$ cat src/afd_pkg.sv
/*
  Constants shared by the automatic fan duty loop: register offsets,
  reset values, field positions, duty scaling and spin-up timing.
  Assumes a 200 MHz system clock and whole-degree Celsius temperatures.
*/
package afd_pkg;

  // ----------------------------------------------------------------
  // Register offsets
  // ----------------------------------------------------------------
  localparam logic [7:0] ADDR_MODE = 8'h00;
  localparam logic [7:0] ADDR_TRAITS = 8'h20;
  localparam logic [7:0] ADDR_FLOOR = 8'h22;
  localparam logic [7:0] ADDR_LOCAL = 8'h24;
  localparam logic [7:0] ADDR_REMOTE = 8'h25;
  localparam logic [7:0] ADDR_MANUAL = 8'h30;
  localparam logic [7:0] ADDR_STATUS = 8'h31;

  // ----------------------------------------------------------------
  // Reset values
  // ----------------------------------------------------------------
  localparam logic [7:0] RST_MODE = 8'h80;
  localparam logic [7:0] RST_TRAITS = 8'h1D;
  localparam logic [7:0] RST_FLOOR = 8'h05;
  localparam logic [7:0] RST_LOCAL = 8'h44;
  localparam logic [7:0] RST_REMOTE = 8'h44;
  localparam logic [7:0] RST_MANUAL = 8'h00;

  // ----------------------------------------------------------------
  // Field positions
  // ----------------------------------------------------------------
  localparam int MODE_AUTO_BIT = 7;
  localparam int SEL_HI_BIT = 6;
  localparam int SEL_LO_BIT = 5;
  localparam logic [1:0] SEL_BOTH = 2'h3;
  localparam int SPIN_HI_BIT = 2;
  localparam int FLOOR_HI_BIT = 3;
  localparam int TMIN_HI_BIT = 7;
  localparam int TMIN_LO_BIT = 3;
  localparam int RANGE_HI_BIT = 2;

  // ----------------------------------------------------------------
  // Duty scaling: 240 slots per period, 16 slots per floor code
  // ----------------------------------------------------------------
  localparam logic [7:0] FULL_SLOTS = 8'hF0;
  localparam int SLOTS_PER_CODE_LOG2 = 4;
  localparam logic [5:0] SLOPE_BASE = 6'h20;
  localparam logic [7:0] HYST_C = 8'h05;
  localparam int TMIN_STEP_LOG2 = 2;

  // ----------------------------------------------------------------
  // Timing
  // ----------------------------------------------------------------
  localparam int CLK_PERIOD_NS = 5;
  localparam int TICK_NS = 1000000;
  localparam int TICK_CYCLES = (TICK_NS + CLK_PERIOD_NS - 1) / CLK_PERIOD_NS;
  localparam logic [13:0] SPIN_MS_0 = 14'h00C8;
  localparam logic [13:0] SPIN_MS_1 = 14'h0190;
  localparam logic [13:0] SPIN_MS_2 = 14'h0258;
  localparam logic [13:0] SPIN_MS_3 = 14'h0320;
  localparam logic [13:0] SPIN_MS_4 = 14'h03E8;
  localparam logic [13:0] SPIN_MS_5 = 14'h07D0;
  localparam logic [13:0] SPIN_MS_6 = 14'h0FA0;
  localparam logic [13:0] SPIN_MS_7 = 14'h1F40;

  typedef enum logic [1:0] {PH_OFF, PH_SPIN, PH_RUN} afd_phase_t;

  function automatic logic [13:0] afd_spin_ms(input logic [2:0] code);
    logic [13:0] ms;
    ms = SPIN_MS_5;
    case (code)
      3'h0: ms = SPIN_MS_0;
      3'h1: ms = SPIN_MS_1;
      3'h2: ms = SPIN_MS_2;
      3'h3: ms = SPIN_MS_3;
      3'h4: ms = SPIN_MS_4;
      3'h5: ms = SPIN_MS_5;
      3'h6: ms = SPIN_MS_6;
      default: ms = SPIN_MS_7;
    endcase
    return ms;
  endfunction

endpackage

$ cat src/afd_loop_if.sv
/*
  Carrier between the top and one temperature channel loop.
  Assumes both ends share the system clock.
*/
interface afd_loop_if;
  logic [4:0] tmin_code;
  logic [2:0] range_code;
  logic [3:0] floor_code;
  logic [7:0] temp;
  logic on;
  logic [7:0] duty;
  modport cfg (output tmin_code, range_code, floor_code, temp, input on, duty);
  modport loop (input tmin_code, range_code, floor_code, temp, output on, duty);
endinterface

$ cat src/afd_loop.sv
/*
  One channel control loop: hysteretic turn-on and linear duty slope.
  Assumes temperature comes from logic on the same clock.
*/
module afd_loop
  import afd_pkg::*;
(
  // System
  input wire logic clk,
  input wire logic rstn,
  // Channel
  afd_loop_if.loop lp
);
  import afd_pkg::*;

  typedef struct packed {
    logic on;
    logic [7:0] duty;
  } afd_loop_state_t;

  afd_loop_state_t state;
  afd_loop_state_t next_state;
  logic [7:0] tmin;
  logic [7:0] floor_slots;
  logic [5:0] slope;
  logic [7:0] delta;
  logic [13:0] rise;
  logic [14:0] sum;

  always_comb
  begin
    tmin = {1'b0, lp.tmin_code, 2'b00};
    floor_slots = {lp.floor_code, 4'h0};
    // Slots per degree is 160 over the range; codes above 80 C act as 80 C
    slope = (lp.range_code > 3'h4) ? 6'h02 : (SLOPE_BASE >> lp.range_code);
    delta = lp.temp - tmin;
    rise = 14'(delta) * 14'(slope);
    sum = {7'h00, floor_slots} + {1'b0, rise};
    next_state = state;
    if (!state.on && (lp.temp > tmin))
    begin
      next_state.on = 1'b1;
    end
    else if (state.on && ({1'b0, lp.temp} + {1'b0, HYST_C} < {1'b0, tmin}))
    begin
      next_state.on = 1'b0;
    end
    if (!next_state.on)
    begin
      next_state.duty = 8'h00;
    end
    else if (lp.temp <= tmin)
    begin
      next_state.duty = floor_slots;
    end
    else if (sum >= {7'h00, FULL_SLOTS})
    begin
      next_state.duty = FULL_SLOTS;
    end
    else
    begin
      next_state.duty = sum[7:0];
    end
  end

  always_ff @(posedge clk or negedge rstn)
  begin
    if (!rstn)
      state <= '0;
    else
      state <= next_state;
  end

  assign lp.on = state.on;
  assign lp.duty = state.duty;

endmodule

$ cat src/afd_top.sv
/*
  Automatic fan duty loop top: register file, channel selection,
  spin-up timing and the final duty in 1/240 slots.
  Assumes temperatures and register strobes come from the same clock;
  the PWM waveform generator sits outside and consumes duty_slots.
*/
//
// Operation
// - Above turn-on temperature, start at floor duty
// - Spin-up interval precedes temperature-derived duty
// - Spin-up code selects 200 ms to 8 s
// - Mode bit 7 selects automatic or software duty
// - Reset leaves automatic mode active
// - Select 00 uses remote loop only
// - Select 11 uses larger of both loops
// - Each loop has own threshold and range; floor code is shared
// - Fastest duty wins, not hottest channel
// - Floor duty field sets duty at threshold
// - Floor codes 0..15 scale linearly to 100%
// - Full duty at threshold plus (15-code)*range/10
// - Linear rise to full, then hold full
// - Turn-on temperature in 4 C steps
// - Range codes give 5 to 80 C
// - Stay on until 5 C below threshold
// - Local pair at 0x24, remote at 0x25
module afd_top
  import afd_pkg::*;
#(
  parameter int TICK_LEN = TICK_CYCLES
)
(
  // System
  input wire logic clk,
  input wire logic rstn,
  // Register port
  input wire logic [7:0] reg_addr,
  input wire logic [7:0] reg_wdata,
  input wire logic reg_wr,
  input wire logic reg_rd,
  output logic [7:0] reg_rdata,
  // Temperatures in whole degrees C
  input wire logic [7:0] local_temp,
  input wire logic [7:0] remote_temp,
  // Fan drive
  output logic [7:0] duty_slots,
  output logic fan_running,
  output logic spin_active
);
  import afd_pkg::*;

  typedef struct packed {
    logic [7:0] mode;
    logic [7:0] traits;
    logic [7:0] floor;
    logic [7:0] local_cfg;
    logic [7:0] remote_cfg;
    logic [7:0] manual;
    afd_phase_t phase;
    logic [17:0] tick;
    logic [13:0] spin;
    logic [7:0] duty;
    logic [7:0] rdata;
  } afd_top_state_t;

  localparam afd_top_state_t RST_STATE = '{
    mode: RST_MODE, traits: RST_TRAITS, floor: RST_FLOOR,
    local_cfg: RST_LOCAL, remote_cfg: RST_REMOTE, manual: RST_MANUAL,
    phase: PH_OFF, tick: 18'h00000, spin: 14'h0000, duty: 8'h00, rdata: 8'h00};

  afd_top_state_t state;
  afd_top_state_t next_state;
  afd_loop_if local_lp ();
  afd_loop_if remote_lp ();
  logic auto_mode;
  logic want_on;
  logic [7:0] loop_duty;
  logic tick_hit;

  // ----------------------------------------------------------------
  // Channel loops
  // ----------------------------------------------------------------
  assign local_lp.tmin_code = state.local_cfg[TMIN_HI_BIT:TMIN_LO_BIT];
  assign local_lp.range_code = state.local_cfg[RANGE_HI_BIT:0];
  assign local_lp.floor_code = state.floor[FLOOR_HI_BIT:0];
  assign local_lp.temp = local_temp;
  assign remote_lp.tmin_code = state.remote_cfg[TMIN_HI_BIT:TMIN_LO_BIT];
  assign remote_lp.range_code = state.remote_cfg[RANGE_HI_BIT:0];
  assign remote_lp.floor_code = state.floor[FLOOR_HI_BIT:0];
  assign remote_lp.temp = remote_temp;

  afd_loop u_local (
    .clk(clk),
    .rstn(rstn),
    .lp(local_lp)
  );

  afd_loop u_remote (
    .clk(clk),
    .rstn(rstn),
    .lp(remote_lp)
  );

  // ----------------------------------------------------------------
  // Channel selection
  // ----------------------------------------------------------------
  always_comb
  begin
    auto_mode = state.mode[MODE_AUTO_BIT];
    // Codes 01 and 10 are undefined; they fall back to the remote loop
    if (state.mode[SEL_HI_BIT:SEL_LO_BIT] == SEL_BOTH)
    begin
      want_on = local_lp.on | remote_lp.on;
      // Compare duties, never temperatures
      loop_duty = (local_lp.duty > remote_lp.duty) ? local_lp.duty : remote_lp.duty;
    end
    else
    begin
      want_on = remote_lp.on;
      loop_duty = remote_lp.duty;
    end
  end

  assign tick_hit = (state.tick == 18'(TICK_LEN - 1));

  // ----------------------------------------------------------------
  // Registers and spin-up sequencing
  // ----------------------------------------------------------------
  always_comb
  begin
    next_state = state;
    next_state.tick = tick_hit ? 18'h00000 : state.tick + 18'h00001;
    if (reg_wr)
    begin
      if (reg_addr == ADDR_MODE)
        next_state.mode = reg_wdata;
      else if (reg_addr == ADDR_TRAITS)
        next_state.traits = reg_wdata;
      else if (reg_addr == ADDR_FLOOR)
        next_state.floor = reg_wdata;
      else if (reg_addr == ADDR_LOCAL)
        next_state.local_cfg = reg_wdata;
      else if (reg_addr == ADDR_REMOTE)
        next_state.remote_cfg = reg_wdata;
      else if (reg_addr == ADDR_MANUAL)
        next_state.manual = reg_wdata;
    end
    if (reg_rd)
    begin
      if (reg_addr == ADDR_MODE)
        next_state.rdata = state.mode;
      else if (reg_addr == ADDR_TRAITS)
        next_state.rdata = state.traits;
      else if (reg_addr == ADDR_FLOOR)
        next_state.rdata = state.floor;
      else if (reg_addr == ADDR_LOCAL)
        next_state.rdata = state.local_cfg;
      else if (reg_addr == ADDR_REMOTE)
        next_state.rdata = state.remote_cfg;
      else if (reg_addr == ADDR_MANUAL)
        next_state.rdata = state.manual;
      else if (reg_addr == ADDR_STATUS)
        next_state.rdata = state.duty;
      else
        next_state.rdata = 8'h00;
    end
    if (!auto_mode)
    begin
      next_state.phase = PH_OFF;
      // Manual duty uses the same 16-slot code scale as the floor
      next_state.duty = {state.manual[FLOOR_HI_BIT:0], 4'h0};
    end
    else
    begin
      case (state.phase)
        PH_OFF:
        begin
          next_state.duty = 8'h00;
          if (want_on)
          begin
            next_state.phase = PH_SPIN;
            next_state.spin = afd_spin_ms(state.traits[SPIN_HI_BIT:0]);
            next_state.tick = 18'h00000;
            next_state.duty = FULL_SLOTS;
          end
        end
        PH_SPIN:
        begin
          next_state.duty = FULL_SLOTS;
          if (!want_on)
          begin
            next_state.phase = PH_OFF;
            next_state.duty = 8'h00;
          end
          else if (tick_hit)
          begin
            next_state.spin = state.spin - 14'h0001;
            if (state.spin == 14'h0001)
            begin
              next_state.phase = PH_RUN;
              next_state.duty = loop_duty;
            end
          end
        end
        PH_RUN:
        begin
          next_state.duty = want_on ? loop_duty : 8'h00;
          if (!want_on)
            next_state.phase = PH_OFF;
        end
        default:
        begin
          next_state.phase = PH_OFF;
        end
      endcase
    end
  end

  always_ff @(posedge clk or negedge rstn)
  begin
    if (!rstn)
      state <= RST_STATE;
    else
      state <= next_state;
  end

  assign reg_rdata = state.rdata;
  assign duty_slots = state.duty;
  assign fan_running = (state.phase != PH_OFF);
  assign spin_active = (state.phase == PH_SPIN);

endmodule

$ cat config.mk
export PLATFORM = sky130hd
export DESIGN_NAME = afd_top
export DESIGN_NICKNAME = d
export VERILOG_FILES = /design/src/afd_pkg.sv /design/src/afd_loop_if.sv /design/src/afd_loop.sv /design/src/afd_top.sv
export SDC_FILE = /design/constraint.sdc
export NUM_CORES = 1
export LEC_CHECK = 0
export BUFFER_PORTS_ARGS = -buffer_cell sky130_fd_sc_hd__buf_2
export CORE_MARGIN = 1.5
export CORE_UTILIZATION = 61
export DETAILED_ROUTE_END_ITERATION = 6
export PLACE_DENSITY = 0.88
export SETUP_SLACK_MARGIN = 0.4
export SLEW_MARGIN = 30
export SYNTH_ARGS = -nofsm -noshare
export SYNTH_HDL_FRONTEND = slang
export SYNTH_HIERARCHICAL = 1
export SYNTH_SLANG_ARGS = --single-unit
$ cat constraint.sdc
create_clock -name clk -period 6.65 [get_ports clk]
set_clock_uncertainty 0.2 [all_clocks]
set_input_delay 0 -clock clk [delete_from_list [all_inputs] [get_ports clk]]
set_output_delay 0 -clock clk [all_outputs]
set_load 0.005 [all_outputs]
==> run metrics, run 1 <==
Synth area leader=dfrtp_1; Layout area overhead=13.2%; Yosys reg bits=116; H-Tree Depth=4; post-layout util=0.708; Inserted Clock Buffers=17; Setup violations, final=0; internal power=1.64 mW; top-count cell post-synth=nor2_1; largest cells by area after synthesis=dfrtp_1, fa_1, ha_1, mux2_2, nor2_1; commonest cells in the netlist=nor2_1, inv_1, dfrtp_1; Yosys cell types=85; Psw=949 uW; clock share of power=0.344; worst vdd ir=0.224 mV; Max-slew headroom=0.377; Core ar.=16600 sq um; full die area=17800 sq um; violated checks=DRC; Seq/Total Area, Yosys=0.281; vias in the first global route=9240; Placer Congestion=0.908; crit end category=register; Initial Util=0.625; Hold Path Class=input pin to register; yosys warns=6; row cnt=47; TritonCTS clock tree=built; antenna violations before repair=1; layout cells sized above 1=0.179; Flop pwr share=0.329; leak pwr=5.46 nW; EDFF count, synth=0; die span in x=133 microns; clock sinks=116; final hold violations=0; Combinational Power Share=0.327; first-pass GRT wire length=47700 microns; Die H=133 microns; DR WL/cell=20.6 microns; hpwl dp=18400 microns; status=complete, but fails checks; Reg clk slew, reported paths=60 ps; Worst-Margin Slew=927 ps; crit path kind=register to register; switch share=0.366; Slew Viols, Final=0; Routed Antenna Nets=0; Max Clock Freq=163 MHz; drt total wl=29200 microns; Main synth FF type=dfrtp_1; synthesized cell area=10400 sq um; WP data arrival=6280 ps; DRT Pass-1 Iters=7; FF+latch area=2920 sq um; GRT overflow=0; Final nets=1376; power per cell area=221 nW/um^2; area of the multi-input gates=6970 sq um; Total GRT Usage=0.342; Clk Latency, worst-skew pair=420 ps; final period utilization=0.925; CP required=6770 ps; I/O Buffers=53; DR vias=9270; fillcell total=1097; Period minus WS final=6150 ps; Vias/cell=6.53; syn avg cell area=9.38 sq um; unrepaired setup endpoints after global routing=no; crit start category=register; setup TNS=0 ps; deepest clock path buffer count=2; # IOs=54; largest net degree at the start of global routing=79; async set-or-reset flop fraction in the synthesized netlist=1.00; DRC Markers=1; clock root cell=clkbuf_16; Synth Instances=1105; Max-cap violations=0; CP Max Fanout=5; DR iter-0 viols=1042; Synth top area share=0.253
power by group through the flow:
stage	Combinational, mW	Sequential (mW)	Clock [mW]
floorplan	0.584	0.827	0
global placement	0.718	0.850	0
detailed placement	0.747	0.854	0
CTS	0.776	0.844	0.878
global route	0.933	0.857	0.920
finish	0.846	0.852	0.892
routing by layer:
layer | share of wire | GRT usage | up-vias
li1 | - | - | 4033
met1 | 0.37 | 0.423 | 4423
met2 | 0.48 | 0.560 | 625
met3 | 0.091 | 0.0788 | 187
met4 | 0.060 | 0.179 | 2
met5 | 0.0016 | 0 | -
final timing paths:
path | to | slack [ps] | from | depth (start not counted)
worst max-delay path | u_remote/lp.duty[1]$_DFF_PN0_ | 500 | remote_lp.tmin_code[2]$_DFFE_PN0P_ | 19
worst min-delay path | u_remote/lp.on$_DFF_PN0_ | 20 | remote_temp[6] | 4
worst max register to register | u_remote/lp.duty[1]$_DFF_PN0_ | 500 | remote_lp.tmin_code[2]$_DFFE_PN0P_ | 19
worst min register to register | state[20]$_DFFE_PN0P_ | 290 | state[20]$_DFFE_PN0P_ | 2
max in group asynchronous | remote_lp.tmin_code[0]$_DFFE_PN0P_ | 5080 | rstn | 4
min in group asynchronous | reg_rdata[4]$_DFFE_PN0P_ | 440 | rstn | 4
worst max-delay path: stages (launching register included):
cell and delay [ps]:
dfrtp_1 540, inv_1 120, ha_1 400, o21ai_1 160, nand2_1 120, xnor2_2 220
nor2_1 100, fa_1 550, inv_1 60, fa_1 470, fa_1 570, inv_1 60
fa_1 460, ha_1 290, a211oi_2 350, nor4_1 140, o32ai_1 290, nand4_1 290
or3_4 470, nor3_1 200
through the flow:
step	hold slack (ps)	power [mW]	cell area (sq um)	worst slack [ps]	instances
after detailed placement	-205	1.60	10700	543	1352
after floorplan	-496	1.41	10400	1010	1119
after global routing	37.7	2.71	11700	333	1420
after CTS	3.01	2.50	11500	423	1406
final	17.7	2.59	11700	497	1420
after global placement	-210	1.57	10700	699	1352
cell type report:
type / count / share of cell area
timing repair buffer: 89 / 0.0517
clock buffer: 18 / 0.0374
sequential: 116 / 0.249
multi-input combinational: 856 / 0.594
antenna: 1 / 0.000213
tap: 220 / 0.0234
inverter: 106 / 0.0339
clock inverter: 14 / 0.0108
flip-flops by register name, indices dropped and copies added (netlist names), 3 cells and up:
| register | flops |
|---|---|
| local_lp.range_code | 3 |
| local_lp.tmin_code | 5 |
| u_remote/lp.duty | 8 |
| local_lp.floor_code | 4 |
| u_local/lp.duty | 8 |
| remote_lp.tmin_code | 5 |
| reg_rdata | 8 |
| duty_slots | 8 |
| state | 61 |
| remote_lp.range_code | 3 |
cells in the final DEF (no fill, tap or decap), types with 16 or more instances in the layout:
cell type      count
a21oi_1           61
ha_1              94
dfrtp_1          103
nand3_1           19
nor2_1           112
o21ai_0           60
nand2b_1          18
dlygate4sd3_1     21
conb_1            16
nand4_1           16
inv_1            106
fa_1              58
mux2i_1           18
mux2_2            48
buf_2             52
nor3_1            21
xnor2_1           18
clkbuf_16         17
nand2_1           74
cells by family after synthesis:
group,count (synthesis),share of synthesized area
flops,116,0.281
fa+ha+maj,154,0.229
compound gates,243,0.156
other cells,2,0.000724
simple gates,338,0.167
mux,68,0.0724
buf+inv,147,0.0620
xor+xnor,37,0.0312
repair_timing:
action / 4_1_cts / 5_1_grt
setup buffers: 0 / 12
hold buffers: 22 / 0
hold endpoints to repair: 100 / 0
endpoints found under the setup margin: 0 / 14
resized for setup: 0 / 21
No activity file was read; power rests on OpenSTA's default activity.
==> run 2, diff against run 1 <==
HOLD_SLACK_MARGIN = 0.1   (was default)
clock period = 7.3 ns   (was 6.65 ns; I/O delays follow)
==> run 2 against run 1 <==
  * The run now ends clean
  * Design area down 0.67%
  * Die area unchanged
  * Highest routed layer is now met4
  * Largest power group is now sequential cells
  * Final cell count about the same
  * Flip-flop and latch count unchanged
  * Global-route usage down 1.0 points
==> run metrics, run 2 (same netlist as run 1, synthesis figures left out) <==
Biggest register=state; full die area=17800 sq um; row cnt=47; Max-slew headroom=0.352; GRT overflow=0; Die H=133 microns; ANT cells=0; crit path kind=register to register; DR WL/cell=19.9 microns; Vias/cell=6.43; vias in the first global route=9051; status=finished, final reports clean; unrepaired setup endpoints after global routing=no; Clk Latency, worst-skew pair=430 ps; Worst Setup SP=local_lp.tmin_code[1]$_DFFE_PN0P_; crit end category=register; crit start category=register; Final nets=1376; setup TNS=0 ps; cells on worst reg2reg path=21; dpl ws=1200 ps; WHS Endpoint=u_remote/lp.duty[1]$_DFF_PN0_; CP delay by family, top=adder cells; met2 Use GR=0.541; flip-flop count of the largest register after layout=61; buffers and inverters on the worst path=4; Reg clk slew, reported paths=60 ps; CP dominant cell by count=fa_1; most frequent cells in the layout=nor2_1, inv_1, dfrtp_1, ha_1, nand2_1; R2R Setup Slk=560 ps; hpwl dp=18200 microns; post-layout util=0.703; deepest clock path buffer count=2; area of the multi-input gates=6890 sq um; Setup Fix Bufs, Post-CTS=0; layout cells sized above 1=0.156; Hold Path Class=input pin to register; antenna violations before repair=0; DRC Markers=0; clock root cell=clkbuf_16; Hold Worst Slack=101 ps; Core ar.=16600 sq um; # IOs=54; placed cells=1352; met3 Use GR=0.0788; Layout area overhead=12.5%; DR iter-0 viols=792; Worst-Margin Slew=968 ps; Setup violations, final=0; Inserted Clock Buffers=17; fillcell total=1084; setup slack after layout=565 ps; I/O Buffers=53; power per cell area=196 nW/um^2; DR vias=9125; TritonCTS clock tree=built; final non-filler cell total=1419; Placer Congestion=0.908; final hold violations=0; DP Area=10700 sq um; drt total wl=28300 microns; Max Clock Freq=148 MHz; final period utilization=0.923; worst vdd ir=0.183 mV; Critical R2R Launch=local_lp.tmin_code[1]$_DFFE_PN0P_; M1 GR Usage=0.404; CP required=7410 ps; largest net degree at the start of global routing=79; die span in x=133 microns; CP max stage delay=580 ps; H-Tree Depth=4; Worst Hold Depth=6; Total GRT Usage=0.331; grt peak-use layer=met2; Period minus WS final=6740 ps; CP cell instances=inv_1 > ha_1 > nor2b_1 > o21ai_0 > nand2_1 > xnor2_2 > nor2_1 > fa_1 > inv_1 > fa_1 > fa_1 > inv_1 > fa_1 > ha_1 > a211oi_2 > o21a_1 > o31ai_1 > mux2_4 > nor4_4 > a211oi_1 > dlygate4sd3_1; CP max-delay cell=dlygate4sd3_1; FF+latch area=2920 sq um; leak pwr=5.41 nW; Critical R2R Capture=u_local/lp.duty[4]$_DFF_PN0_; Overall Power=2.28 mW; Routed Antenna Nets=0; Max-cap violations=0; commonest non-fill, non-tap cell in the layout=nor2_1; CP Max Fanout=7; DRT Pass-1 Iters=5; fin area=11700 sq um; first-pass GRT wire length=46600 microns; clock sinks=116; Slew Viols, Final=0; Initial Util=0.625; min-delay src=remote_temp[0]; WP data arrival=6850 ps
run 2: cell count changes in the layout (fill, tap and decap cells not counted), moves of 4 or more:
cell	previous run	this run
dlygate4sd3_1	21	34
xnor2_1	18	22
buf_4	14	1
xnor2_2	6	2
run 2: timing repair:
item	in CTS	in global routing
setup endpoints to repair	0	1
resized for setup	0	2
endpoints found under the hold margin	103	0
hold buffers	35	0
run 2: per-layer routing:
layer	vias to the layer above	share of wire
li1	4044	-
met1	4454	0.39
met2	487	0.48
met3	140	0.077
met4	0	0.060
met5	-	0
run 2: how the worst max path moves through the flow:
stage	endpoint	slack (ps)	depth (start not counted)
4_1_cts	u_local/lp.duty[4]$_DFF_PN0_	670	21
6_report	u_local/lp.duty[4]$_DFF_PN0_	560	21
2_1_floorplan	u_remote/lp.duty[6]$_DFF_PN0_	1660	20
3_3_place_gp	u_remote/lp.duty[7]$_DFF_PN0_	1350	20
5_1_grt	u_local/lp.duty[4]$_DFF_PN0_	350	21
3_5_place_dp	u_remote/lp.duty[7]$_DFF_PN0_	1200	20
run 2: layout make-up:
| type | count | area share |
|---|---|---|
| Clock buffer | 18 | 0.0377 |
| Tap cell | 220 | 0.0236 |
| Inverter | 106 | 0.0341 |
| Clock inverter | 14 | 0.00901 |
| Sequential cell | 116 | 0.250 |
| Multi-Input combinational cell | 856 | 0.591 |
| Timing Repair Buffer | 89 | 0.0548 |
run 2: report_power, final:
group	switching [mW]	leakage, nW	internal, mW
logic	0.437	3.65	0.296
registers	0.0711	1.50	0.703
clock network	0.330	0.255	0.444
total	0.839	5.41	1.44
run 2: worst register-to-register path, cell delays in order, from the launching register on:
cell	delay (ps)
dfrtp_1	400
inv_1	150
ha_1	270
nor2b_1	140
o21ai_0	280
nand2_1	150
xnor2_2	280
nor2_1	110
fa_1	520
inv_1	50
fa_1	460
fa_1	550
inv_1	50
fa_1	450
ha_1	390
a211oi_2	360
o21a_1	250
o31ai_1	80
mux2_4	270
nor4_4	460
a211oi_1	160
dlygate4sd3_1	580
